$ cat config.mk
export PLATFORM = sky130hd
export DESIGN_NAME = hde_top
export DESIGN_NICKNAME = d
export VERILOG_FILES = /design/src/hde_pkg.sv /design/src/hde_top.sv /design/src/hde_debounce.sv
export SDC_FILE = /design/constraint.sdc
export NUM_CORES = 1
export LEC_CHECK = 0
export BUFFER_PORTS_ARGS = -buffer_cell sky130_fd_sc_hd__buf_2
export CAP_MARGIN = 25
export CORE_UTILIZATION = 44
export CTS_CLUSTER_DIAMETER = 60
export DETAILED_ROUTE_END_ITERATION = 8
export HOLD_SLACK_MARGIN = 0.08
export PLACE_DENSITY_LB_ADDON = 0.3
export SKIP_CTS_REPAIR_TIMING = 1
export SYNTH_ARGS = -nofsm -noshare
export SYNTH_HDL_FRONTEND = slang
export SYNTH_SLANG_ARGS = --single-unit
$ cat constraint.sdc
create_clock -name clock -period 3.92 [get_ports clock]
set_input_delay 0.588 -clock clock [delete_from_list [all_inputs] [get_ports clock]]
set_output_delay 0.588 -clock clock [all_outputs]
set_load 0.02 [all_outputs]
$ cat src/hde_pkg.sv
/*
  Package for the headset detect and event interrupt block: register
  offsets, field positions, reset values, timing constants and carriers.
  Assumes a 200 MHz core clock and the 8-bit register port of the top.
*/
package hde_pkg;

  // register offsets
  localparam logic [7:0] STICKY_FLAGS_ADDR = 8'h2C;
  localparam logic [7:0] FLAGS_B_ADDR      = 8'h2D;
  localparam logic [7:0] LIVE_STATUS_ADDR  = 8'h2E;
  localparam logic [7:0] FIRST_INTERRUPT_LINE_CTRL_ADDR    = 8'h30;
  localparam logic [7:0] SECOND_INTERRUPT_LINE_CTRL_ADDR    = 8'h31;
  localparam logic [7:0] FLAGS_C_ADDR      = 8'h32;
  localparam logic [7:0] DET_CTRL_ADDR     = 8'h43;

  // field positions
  localparam int BTN_FLAG_BIT   = 5;
  localparam int HS_FLAG_BIT    = 4;
  localparam int DRC_FLAG_LO    = 2;
  localparam int DET_EN_BIT     = 1;
  localparam int HS_DEB_LO      = 2;
  localparam int BTN_DEB_LO     = 0;
  localparam int HS_TYPE_LO     = 5;
  localparam logic [7:0] DET_CTRL_RW_MASK = 8'h1F;

  // reset values
  localparam logic [7:0] DET_CTRL_RST = 8'h00;
  localparam logic [7:0] INT_CTRL_RST = 8'h00;
  localparam logic [7:0] FLAGS_RST    = 8'h00;

  // timing
  localparam int unsigned CLK_KHZ       = 200000;
  localparam int unsigned HS_DEB_MIN_MS  = 32;
  localparam int unsigned BTN_DEB_MIN_MS = 8;
  localparam int unsigned HS_DEB_MIN_CYC  = HS_DEB_MIN_MS * CLK_KHZ;
  localparam int unsigned BTN_DEB_MIN_CYC = BTN_DEB_MIN_MS * CLK_KHZ;
  localparam int          HS_DEB_MAX_SHIFT = 4;  // 32 ms << 4 = 512 ms
  localparam int          BTN_DEB_MAX_SHIFT = 2; // 8 ms << 2 = 32 ms
  localparam int unsigned PULSE_NS  = 1000;
  localparam int unsigned PERIOD_NS = 4000;
  localparam logic [15:0] PULSE_CYC  = 16'(PULSE_NS * CLK_KHZ / 1000000);
  localparam logic [15:0] PERIOD_CYC = 16'(PERIOD_NS * CLK_KHZ / 1000000);
  localparam int DEB_W = 27;

  // interrupt control register layout, msb first
  typedef struct packed {
    logic headset;
    logic button;
    logic dynamic_range_compressor;
    logic agc_noise;
    logic overcurrent;
    logic overflow;
    logic dc_ready;
    logic train;
  } hde_int_ctrl_t;

  // event pulses in the same order as the select bits
  typedef struct packed {
    logic headset;
    logic button;
    logic dynamic_range_compressor;
    logic agc_noise;
    logic overcurrent;
    logic overflow;
    logic dc_ready;
  } hde_evt_t;

endpackage

$ cat src/hde_top.sv
/*
  Headset detection and event interrupt logic: jack and button debounce,
  live and sticky clear-on-read flags, headset type report and two
  interrupt lines with single pulse or pulse train output.
  Assumes all inputs synchronous to clock and a decoded 8-bit register
  port from the control interface: one-cycle reg_wr and reg_rd strobes.
*/
// Summary of operation
// - detection runs only while bit 1 of the detection control register is 1.
// - headset insertion is debounced over 32 to 512 ms chosen by bits 4..2.
// - button press is debounced over 32 ms whenever detection runs, as bits 1..0 then read 2 or 3.
// - live status bits 5..4 show the current button and headset levels.
// - sticky flag bit 5 is set by every debounced button press.
// - sticky flag bit 4 is set by every debounced insertion or removal.
// - sticky flags hold until the host reads their register, which clears them.
// - the headset type is reported in bits 6..5 of detection control.
// - two interrupt lines, each set up by its own control register.
// - each line fires on any selected mix of seven events, shared freely.
// - each line can be routed to the general output or serial data pin.
// - bit 0 of each interrupt control picks single pulse or pulse train.
// - a pulse train runs until the host reads a flag register.
// - compressor over-threshold sets sticky bits 3..2 and live bits 3..2.
`timescale 1ns/100ps
`default_nettype none
module hde_top #(
  parameter int unsigned HS_BASE_CYC  = hde_pkg::HS_DEB_MIN_CYC,
  parameter int unsigned BTN_BASE_CYC = hde_pkg::BTN_DEB_MIN_CYC
) (
  input  wire logic       clock,
  input  wire logic       reset_n,
  input  wire logic [7:0] reg_addr,
  input  wire logic       reg_wr,
  input  wire logic [7:0] reg_wdata,
  input  wire logic       reg_rd,
  output logic [7:0]      reg_rdata,
  output logic            reg_rvalid,
  input  wire logic       jack_sense,
  input  wire logic       button_sense,
  input  wire logic [1:0] headset_type_in,
  input  wire logic [1:0] drc_over_thresh,
  input  wire logic       agc_noise,
  input  wire logic       overcurrent,
  input  wire logic       proc_overflow,
  input  wire logic       dc_meas_ready,
  input  wire logic       first_route_dout,
  input  wire logic       second_route_dout,
  output logic            first_interrupt_line,
  output logic            second_interrupt_line,
  output logic            general_output_pin_one,
  output logic            serial_data_out_int
);
  logic [7:0]             det_ctrl_reg;
  logic [1:0]             hs_type_reg;
  hde_pkg::hde_int_ctrl_t int_ctrl_reg [2];
  logic [5:2]             sticky_reg;
  logic [1:0]             drc_prev_reg;
  logic [3:0]             misc_prev_reg;
  logic                   det_en;
  logic [2:0]             hs_code;
  logic [1:0]             btn_code;
  logic [hde_pkg::DEB_W-1:0] hs_hold;
  logic [hde_pkg::DEB_W-1:0] btn_hold;
  logic                   hs_level;
  logic                   hs_changed;
  logic                   btn_level;
  logic                   btn_changed;
  logic                   btn_press;
  logic                   drc_rise;
  logic [1:0]             drc_set;
  logic [3:0]             misc_rise;
  hde_pkg::hde_evt_t      evt;
  logic                   rd_sticky;
  logic                   rd_any_flags;
  logic [3:0]             sticky_set;
  logic [7:0]             rd_mux;
  logic [1:0]             line_on;
  logic [1:0]             line_trig;

  // detection control fields; bit 1 is both enable and debounce msb
  assign det_en   = det_ctrl_reg[hde_pkg::DET_EN_BIT];
  assign hs_code  = det_ctrl_reg[hde_pkg::HS_DEB_LO +: 3];
  assign btn_code = det_ctrl_reg[hde_pkg::BTN_DEB_LO +: 2];

  // debounce windows double per code and saturate at the longest
  always_comb begin
    if (int'(hs_code) >= hde_pkg::HS_DEB_MAX_SHIFT) begin
      hs_hold = hde_pkg::DEB_W'(HS_BASE_CYC << hde_pkg::HS_DEB_MAX_SHIFT);
    end else begin
      hs_hold = hde_pkg::DEB_W'(HS_BASE_CYC << hs_code);
    end
    if (int'(btn_code) >= hde_pkg::BTN_DEB_MAX_SHIFT) begin
      btn_hold = hde_pkg::DEB_W'(BTN_BASE_CYC << hde_pkg::BTN_DEB_MAX_SHIFT);
    end else begin
      btn_hold = hde_pkg::DEB_W'(BTN_BASE_CYC << btn_code);
    end
  end

  hde_debounce u_hs_deb (
    .clock       (clock),
    .reset_n     (reset_n),
    .enable      (det_en),
    .raw         (jack_sense),
    .hold_cycles (hs_hold),
    .level_reg   (hs_level),
    .changed_reg (hs_changed)
  );

  hde_debounce u_btn_deb (
    .clock       (clock),
    .reset_n     (reset_n),
    .enable      (det_en),
    .raw         (button_sense),
    .hold_cycles (btn_hold),
    .level_reg   (btn_level),
    .changed_reg (btn_changed)
  );

  // only the press edge counts, a release is no event
  assign btn_press = btn_changed & btn_level;

  // edge detect of level-type event inputs
  always_ff @(posedge clock) begin
    if (!reset_n) begin
      drc_prev_reg  <= 2'h0;
      misc_prev_reg <= 4'h0;
    end else begin
      drc_prev_reg  <= drc_over_thresh;
      misc_prev_reg <= {agc_noise, overcurrent, proc_overflow,
                        dc_meas_ready};
    end
  end

  assign drc_set   = drc_over_thresh & ~drc_prev_reg;
  assign drc_rise  = |drc_set;
  assign misc_rise = {agc_noise, overcurrent, proc_overflow, dc_meas_ready}
                     & ~misc_prev_reg;

  // event vector shared by both interrupt lines
  assign evt = '{headset:     hs_changed,
                 button:      btn_press,
                 dynamic_range_compressor:         drc_rise,
                 agc_noise:   misc_rise[3],
                 overcurrent: misc_rise[2],
                 overflow:    misc_rise[1],
                 dc_ready:    misc_rise[0]};

  assign rd_sticky    = reg_rd && (reg_addr == hde_pkg::STICKY_FLAGS_ADDR);
  assign rd_any_flags = rd_sticky
                        || (reg_rd && reg_addr == hde_pkg::FLAGS_B_ADDR)
                        || (reg_rd && reg_addr == hde_pkg::FLAGS_C_ADDR);
  assign sticky_set   = {btn_press, hs_changed, drc_set};

  // sticky flags: cleared by a read, but a same-cycle event wins
  always_ff @(posedge clock) begin
    if (!reset_n) begin
      sticky_reg <= hde_pkg::FLAGS_RST[5:2];
    end else begin
      sticky_reg <= (rd_sticky ? 4'h0 : sticky_reg) | sticky_set;
    end
  end

  // control registers; type field is read-only
  always_ff @(posedge clock) begin
    if (!reset_n) begin
      det_ctrl_reg    <= hde_pkg::DET_CTRL_RST;
      int_ctrl_reg[0] <= hde_pkg::INT_CTRL_RST;
      int_ctrl_reg[1] <= hde_pkg::INT_CTRL_RST;
    end else if (reg_wr) begin
      unique case (reg_addr)
        hde_pkg::DET_CTRL_ADDR:
          det_ctrl_reg <= reg_wdata & hde_pkg::DET_CTRL_RW_MASK;
        hde_pkg::FIRST_INTERRUPT_LINE_CTRL_ADDR: int_ctrl_reg[0] <= reg_wdata;
        hde_pkg::SECOND_INTERRUPT_LINE_CTRL_ADDR: int_ctrl_reg[1] <= reg_wdata;
        default: ;
      endcase
    end
  end

  // headset type caught on insertion, dropped on removal
  always_ff @(posedge clock) begin
    if (!reset_n || !det_en) begin
      hs_type_reg <= 2'h0;
    end else if (hs_changed) begin
      hs_type_reg <= hs_level ? headset_type_in : 2'h0;
    end
  end

  // read data mux; unmapped offsets read as zero
  always_comb begin
    rd_mux = 8'h00;
    unique case (reg_addr)
      hde_pkg::STICKY_FLAGS_ADDR: rd_mux = {2'h0, sticky_reg, 2'h0};
      hde_pkg::LIVE_STATUS_ADDR:
        rd_mux = {2'h0, btn_level, hs_level, drc_over_thresh, 2'h0};
      hde_pkg::FIRST_INTERRUPT_LINE_CTRL_ADDR: rd_mux = int_ctrl_reg[0];
      hde_pkg::SECOND_INTERRUPT_LINE_CTRL_ADDR: rd_mux = int_ctrl_reg[1];
      hde_pkg::DET_CTRL_ADDR:
        rd_mux = {1'b0, hs_type_reg, det_ctrl_reg[4:0]};
      default: rd_mux = 8'h00;
    endcase
  end

  // read answer one cycle after the strobe, flags as before the clear
  always_ff @(posedge clock) begin
    if (!reset_n) begin
      reg_rdata  <= 8'h00;
      reg_rvalid <= 1'b0;
    end else begin
      reg_rvalid <= reg_rd;
      if (reg_rd) begin
        reg_rdata <= rd_mux;
      end
    end
  end

  // pulse generator per interrupt line
  for (genvar i = 0; i < 2; i++) begin : g_line
    logic [15:0] hi_cnt_reg;
    logic [15:0] per_cnt_reg;
    logic        train_reg;

    assign line_trig[i] = |(evt & int_ctrl_reg[i][7:1]);
    assign line_on[i]   = (hi_cnt_reg != 16'h0);

    // train stays armed until a flag read; a new event outranks the read
    always_ff @(posedge clock) begin
      if (!reset_n) begin
        train_reg <= 1'b0;
      end else if (line_trig[i] && int_ctrl_reg[i].train) begin
        train_reg <= 1'b1;
      end else if (rd_any_flags || !int_ctrl_reg[i].train) begin
        train_reg <= 1'b0;
      end
    end

    // width and repeat counters; a retrigger restarts the pulse
    always_ff @(posedge clock) begin
      if (!reset_n) begin
        hi_cnt_reg  <= 16'h0;
        per_cnt_reg <= 16'h0;
      end else if (line_trig[i]) begin
        hi_cnt_reg  <= hde_pkg::PULSE_CYC;
        per_cnt_reg <= hde_pkg::PERIOD_CYC;
      end else begin
        if (train_reg && per_cnt_reg == 16'h1) begin
          hi_cnt_reg  <= hde_pkg::PULSE_CYC;
          per_cnt_reg <= hde_pkg::PERIOD_CYC;
        end else begin
          if (line_on[i]) begin
            hi_cnt_reg <= hi_cnt_reg - 16'h1;
          end
          if (per_cnt_reg != 16'h0) begin
            per_cnt_reg <= per_cnt_reg - 16'h1;
          end
        end
      end
    end
  end

  // registered line and pin outputs; both lines may share one pin
  always_ff @(posedge clock) begin
    if (!reset_n) begin
      first_interrupt_line   <= 1'b0;
      second_interrupt_line  <= 1'b0;
      general_output_pin_one <= 1'b0;
      serial_data_out_int    <= 1'b0;
    end else begin
      first_interrupt_line   <= line_on[0];
      second_interrupt_line  <= line_on[1];
      general_output_pin_one <= (line_on[0] & ~first_route_dout)
                              | (line_on[1] & ~second_route_dout);
      serial_data_out_int    <= (line_on[0] & first_route_dout)
                              | (line_on[1] & second_route_dout);
    end
  end
endmodule
`default_nettype wire

$ cat src/hde_debounce.sv
/*
  Debounce filter for one sense level. The output follows the raw input
  only after it has differed for hold_cycles cycles in a row.
  Assumes raw is synchronous to clock.
*/
`timescale 1ns/100ps
`default_nettype none
module hde_debounce (
  input  wire logic                    clock,
  input  wire logic                    reset_n,
  input  wire logic                    enable,
  input  wire logic                    raw,
  input  wire logic [hde_pkg::DEB_W-1:0] hold_cycles,
  output logic                         level_reg,
  output logic                         changed_reg
);
  logic [hde_pkg::DEB_W-1:0] cnt_reg;

  // disabled filter reads as no plug and no press
  always_ff @(posedge clock) begin
    if (!reset_n || !enable) begin
      cnt_reg     <= '0;
      level_reg   <= 1'b0;
      changed_reg <= 1'b0;
    end else begin
      changed_reg <= 1'b0;
      if (raw == level_reg) begin
        cnt_reg <= '0; // any glitch restarts the wait
      end else if (cnt_reg + 1'b1 >= hold_cycles) begin
        cnt_reg     <= '0;
        level_reg   <= raw;
        changed_reg <= 1'b1;
      end else begin
        cnt_reg <= cnt_reg + 1'b1;
      end
    end
  end
endmodule
`default_nettype wire

==> run summary <==
GLOBAL ROUTE
--------------------------------------------------------------------------------------------------------
Vias in the first global route                                                                     6,097
Overall fraction of global-route tracks in use                                                     18.7%
Largest net degree at the start of global routing                                                     31
Global-route wire length before repair                                                         29,200 um
Global route overflow                                                                                  0
Number of antenna violations at the first check in global routing                                      0

STA
--------------------------------------------------------------------------------------------------------
RSZ-0062 raised after global routing                                                               false
Final Setup Violations                                                                                 0
Final hold violation count                                                                             0
Final worst path period share                                                                      90.3%
Post-Route Setup TNS                                                                                0 ps
Max Clock Skew                                                                                   10.2 ps
Final setup margin                                                                                379 ps
Number of pins exceeding their max-slew limit in the final report                                      0
Highest attainable clock frequency                                                             0.282 GHz
Normalized max-slew margin                                                                         51.7%
Transition time at the pin with the least slew margin                                             718 ps
Period minus WS final                                                                            3540 ps

SYNTH
--------------------------------------------------------------------------------------------------------
Register area share after synthesis                                                                42.6%
Commonest register cell after synthesis                                                     sky130_fd_sc_hd__dfxtp_1
Mapped Cells                                                                                         911
Cell accounting for the most synthesized area                                               sky130_fd_sc_hd__dfxtp_1
Most common cell in the synthesized netlist                                                 sky130_fd_sc_hd__dfxtp_1
Top post-synthesis cells by count                                                           154 x sky130_fd_sc_hd__dfxtp_1, 123 x sky130_fd_sc_hd__nor2_1, 75 x sky130_fd_sc_hd__xnor2_1
Post-synthesis cell area                                                                       8360 um^2
Syn avg cell area                                                                              9.17 um^2
Top-area cell type share of the netlist area                                                       36.9%
Fraction of registers with async set or reset after synthesis                                         0%
Leading post-synthesis cells by cell area                                                   sky130_fd_sc_hd__dfxtp_1 37%, sky130_fd_sc_hd__xnor2_1 7.9%, sky130_fd_sc_hd__ha_1 6.3%, sky130_fd_sc_hd__edfxtp_1 5.7%, sky130_fd_sc_hd__nor2_1 5.5%
Distinct cell type count after synthesis                                                              68
Number of flops mapped to enable cells by yosys                                                       16
Synthesis warning total                                                                                0
Synthesis-stage register bit count                                                                   170

SETUP PATH
--------------------------------------------------------------------------------------------------------
Chain of cells forming the critical path                                                    ha_1 > nand3_1 > nor3_1 > nand3_1 > xnor2_1 > ha_1 > a21o_1 > a21o_1 > a211oi_1 > o311ai_1 > a2111o_2 > nor2b_1
Capturing instance or port of the critical path                                             u_hs_deb.cnt_reg[18]
Crit path buf inv count                                                                                0
Register-to-register path setup slack                                                             380 ps
Worst path depth                                                                                      12
Gate family responsible for the most delay along the worst path                             compound AO/OA/AOI/OAI gates
Depth of the worst register-to-register path                                                          12
Arr. time, crit path                                                                             3900 ps
Worst-path cell with the longest stage delay                                                sky130_fd_sc_hd__a2111o_2
Slowest stage delay, CP                                                                           670 ps
R2R Path Start                                                                              u_hs_deb.cnt_reg[0]
Kind of end point of the critical path                                                         flip-flop
Startpoint-to-endpoint class of the critical path                                                reg2reg
RR Endpoint                                                                                 u_hs_deb.cnt_reg[18]
Crit-path max FO                                                                                      27
Worst setup path start                                                                      u_hs_deb.cnt_reg[0]
Critical Path Start Type                                                                       flip-flop
Worst path required time                                                                         4280 ps

FLOORPLANNING
--------------------------------------------------------------------------------------------------------
Horizontal extent of the die                                                                      140 um
Number of ports placed on the die boundary                                                            45
Chip height                                                                                       140 um
Die ar.                                                                                      19,500 um^2
Starting density of the core                                                                       44.8%
Site row count                                                                                        50
Placeable core region                                                                        18,600 um^2

LAYOUT
--------------------------------------------------------------------------------------------------------
Final core area utilization                                                                        50.7%
Number of antenna repair diodes                                                                        0
Post-route cell area                                                                           9450 um^2
Share of final-layout standard cells stronger than drive strength 1                                13.3%
Number of nets at the end of the flow                                                              1,031
Syn-to-layout area delta                                                                           13.1%

PLACEMENT
--------------------------------------------------------------------------------------------------------
Detailed placement HPWL                                                                        12,400 um
# port buffers                                                                                        44
Placement Setup Slack                                                                             286 ps
Placed cell areas                                                                              8830 um^2
Final weighted congestion in routability-driven placement                                          0.803

ROUTING
--------------------------------------------------------------------------------------------------------
Vias per Instance                                                                                   5.25
Number of vias in the routed layout                                                                6,317
Remaining design rule violation count                                                                  0
Drt initial violations                                                                               335
Post-detailed-route wirelength per cell                                                          14.3 um
Pre-Repair DR Iteration Count                                                                          5
Met2 wirelength from detailed routing                                                            7950 um
Overall routed net length                                                                      17,200 um
Uppermost routed layer                                                                              met4
Met1 wire length                                                                                 8330 um
Remaining antenna violation count                                                                      0
Total met3 wirelength after detailed routing                                                      644 um

RUN
--------------------------------------------------------------------------------------------------------
Count of max-cap constraint violations                                                                 0

CLOCK TREE
--------------------------------------------------------------------------------------------------------
CTS root buffer                                                                             sky130_fd_sc_hd__clkbuf_16
Clock latency reported for the late side of the worst-skew pair                                   430 ps
Post-CTS clock slew at the launch and capture registers of the worst setup and hold paths          70 ps
H-tree Lvls                                                                                            4
CTS tree                                                                                           built
Sinks on the clock net                                                                               170
Largest buffer count on any clock path                                                                 2
Clock buffers created by TritonCTS                                                                    17

OUTCOME
--------------------------------------------------------------------------------------------------------
Status                                                                                         completed

POWER AND IR DROP
--------------------------------------------------------------------------------------------------------
Power per unit of standard cell area                                                         444 nW/um^2
Post-layout total power                                                                          4190 uW
Static leakage power                                                                          0.00354 uW
Max rail drop VDD                                                                             0.000305 V

HOLD PATH
--------------------------------------------------------------------------------------------------------
Kind of path behind the tightest hold check                                                       in2reg
Hold path startpoint                                                                        proc_overflow

-- cell usage in the layout (no fill, tap or decap), types with 4 or more instances in the layout --
cell                          n
sky130_fd_sc_hd__nor2_1     123
sky130_fd_sc_hd__xnor2_1     75
sky130_fd_sc_hd__buf_2       44
sky130_fd_sc_hd__nand3_1     35
sky130_fd_sc_hd__a22oi_1      4
sky130_fd_sc_hd__and4_1       6
sky130_fd_sc_hd__nor3_1      20
sky130_fd_sc_hd__a211oi_1     8
sky130_fd_sc_hd__and3_1      11
sky130_fd_sc_hd__nor3_2      10
sky130_fd_sc_hd__inv_1       26
sky130_fd_sc_hd__nor4_1      22
sky130_fd_sc_hd__nand2b_1    12
sky130_fd_sc_hd__buf_4        5
sky130_fd_sc_hd__nor2b_1     24
sky130_fd_sc_hd__mux2i_1      9
sky130_fd_sc_hd__nand3b_1     4
sky130_fd_sc_hd__o41ai_1      4
sky130_fd_sc_hd__or4_1        7
sky130_fd_sc_hd__edfxtp_1    16
sky130_fd_sc_hd__xor2_1      19
sky130_fd_sc_hd__a21o_1       4
sky130_fd_sc_hd__nor3b_1      7
sky130_fd_sc_hd__o21ai_0     12
sky130_fd_sc_hd__dfxtp_1    154
sky130_fd_sc_hd__ha_1        42
sky130_fd_sc_hd__conb_1       5
sky130_fd_sc_hd__o211ai_1     5
sky130_fd_sc_hd__nand2_1     67
sky130_fd_sc_hd__and2_1      18
sky130_fd_sc_hd__or3_1       10
sky130_fd_sc_hd__clkbuf_16   17
sky130_fd_sc_hd__a21oi_1     47
sky130_fd_sc_hd__nand4_1     16
sky130_fd_sc_hd__nor3b_2     11
sky130_fd_sc_hd__mux2_2       9
sky130_fd_sc_hd__inv_6        6
-- logic make-up after synthesis --
| kind of cell | count (synthesis) | synth area share, % |
|---|---|---|
| muxes | 18 | 2.29 |
| buffers and inverters | 54 | 2.69 |
| DFF | 170 | 42.6 |
| other | 2 | 0.0899 |
| adders and majority gates | 42 | 6.29 |
| xor gates and xnor gates | 94 | 9.85 |
| AOI/OAI and AO/OA | 107 | 8.37 |
| and+or+nand+nor | 424 | 27.8 |
-- stage by stage --
step	instances	hold slack (ps)
floorplan	914	430
global placement	1171	439
detailed placement	1172	452
CTS	1204	373
global route	1204	378
finish	1204	386
-- worst reg2reg max path, stage by stage, from the launching register on --
cell and delay, ps:
sky130_fd_sc_hd__dfxtp_1 370, sky130_fd_sc_hd__ha_1 200, sky130_fd_sc_hd__nand3_1 130, sky130_fd_sc_hd__nor3_1 400, sky130_fd_sc_hd__nand3_1 160, sky130_fd_sc_hd__xnor2_1 240
sky130_fd_sc_hd__ha_1 290, sky130_fd_sc_hd__a21o_1 180, sky130_fd_sc_hd__a21o_1 170, sky130_fd_sc_hd__a211oi_1 270, sky130_fd_sc_hd__o311ai_1 190, sky130_fd_sc_hd__a2111o_2 670
sky130_fd_sc_hd__nor2b_1 200
-- per-layer routing --
metal,vias to the layer above,track usage (%)
met5,-,0
met4,0,5.73
met3,17,4.23
met2,102,30.7
met1,2912,24.3
li1,3286,-
-- layout make-up --
cell class,instances,area [um^2]
clock inverter,14,184
timing repair buffer,51,297
fill,1740,9200
tap,234,293
sequential,170,3560
multi-input combinational,690,4580
inverter,27,101
clock buffer,18,429
-- worst min-delay path by stage --
stage          depth (start not counted)                  end
2_1_floorplan                          1  u_hs_deb.cnt_reg[0]
3_3_place_gp                           1  u_hs_deb.cnt_reg[0]
3_5_place_dp                           1  u_hs_deb.cnt_reg[0]
4_1_cts                                2     misc_prev_reg[1]
5_1_grt                                2     misc_prev_reg[1]
6_report                               2     misc_prev_reg[1]
-- report_power, final --
| group | internal [uW] | switching, uW |
|---|---|---|
| clock | 1020 | 737 |
| combinational | 240 | 304 |
| sequential | 1830 | 64.3 |
| total | 3090 | 1100 |
No activity file was read; power rests on OpenSTA's default activity.
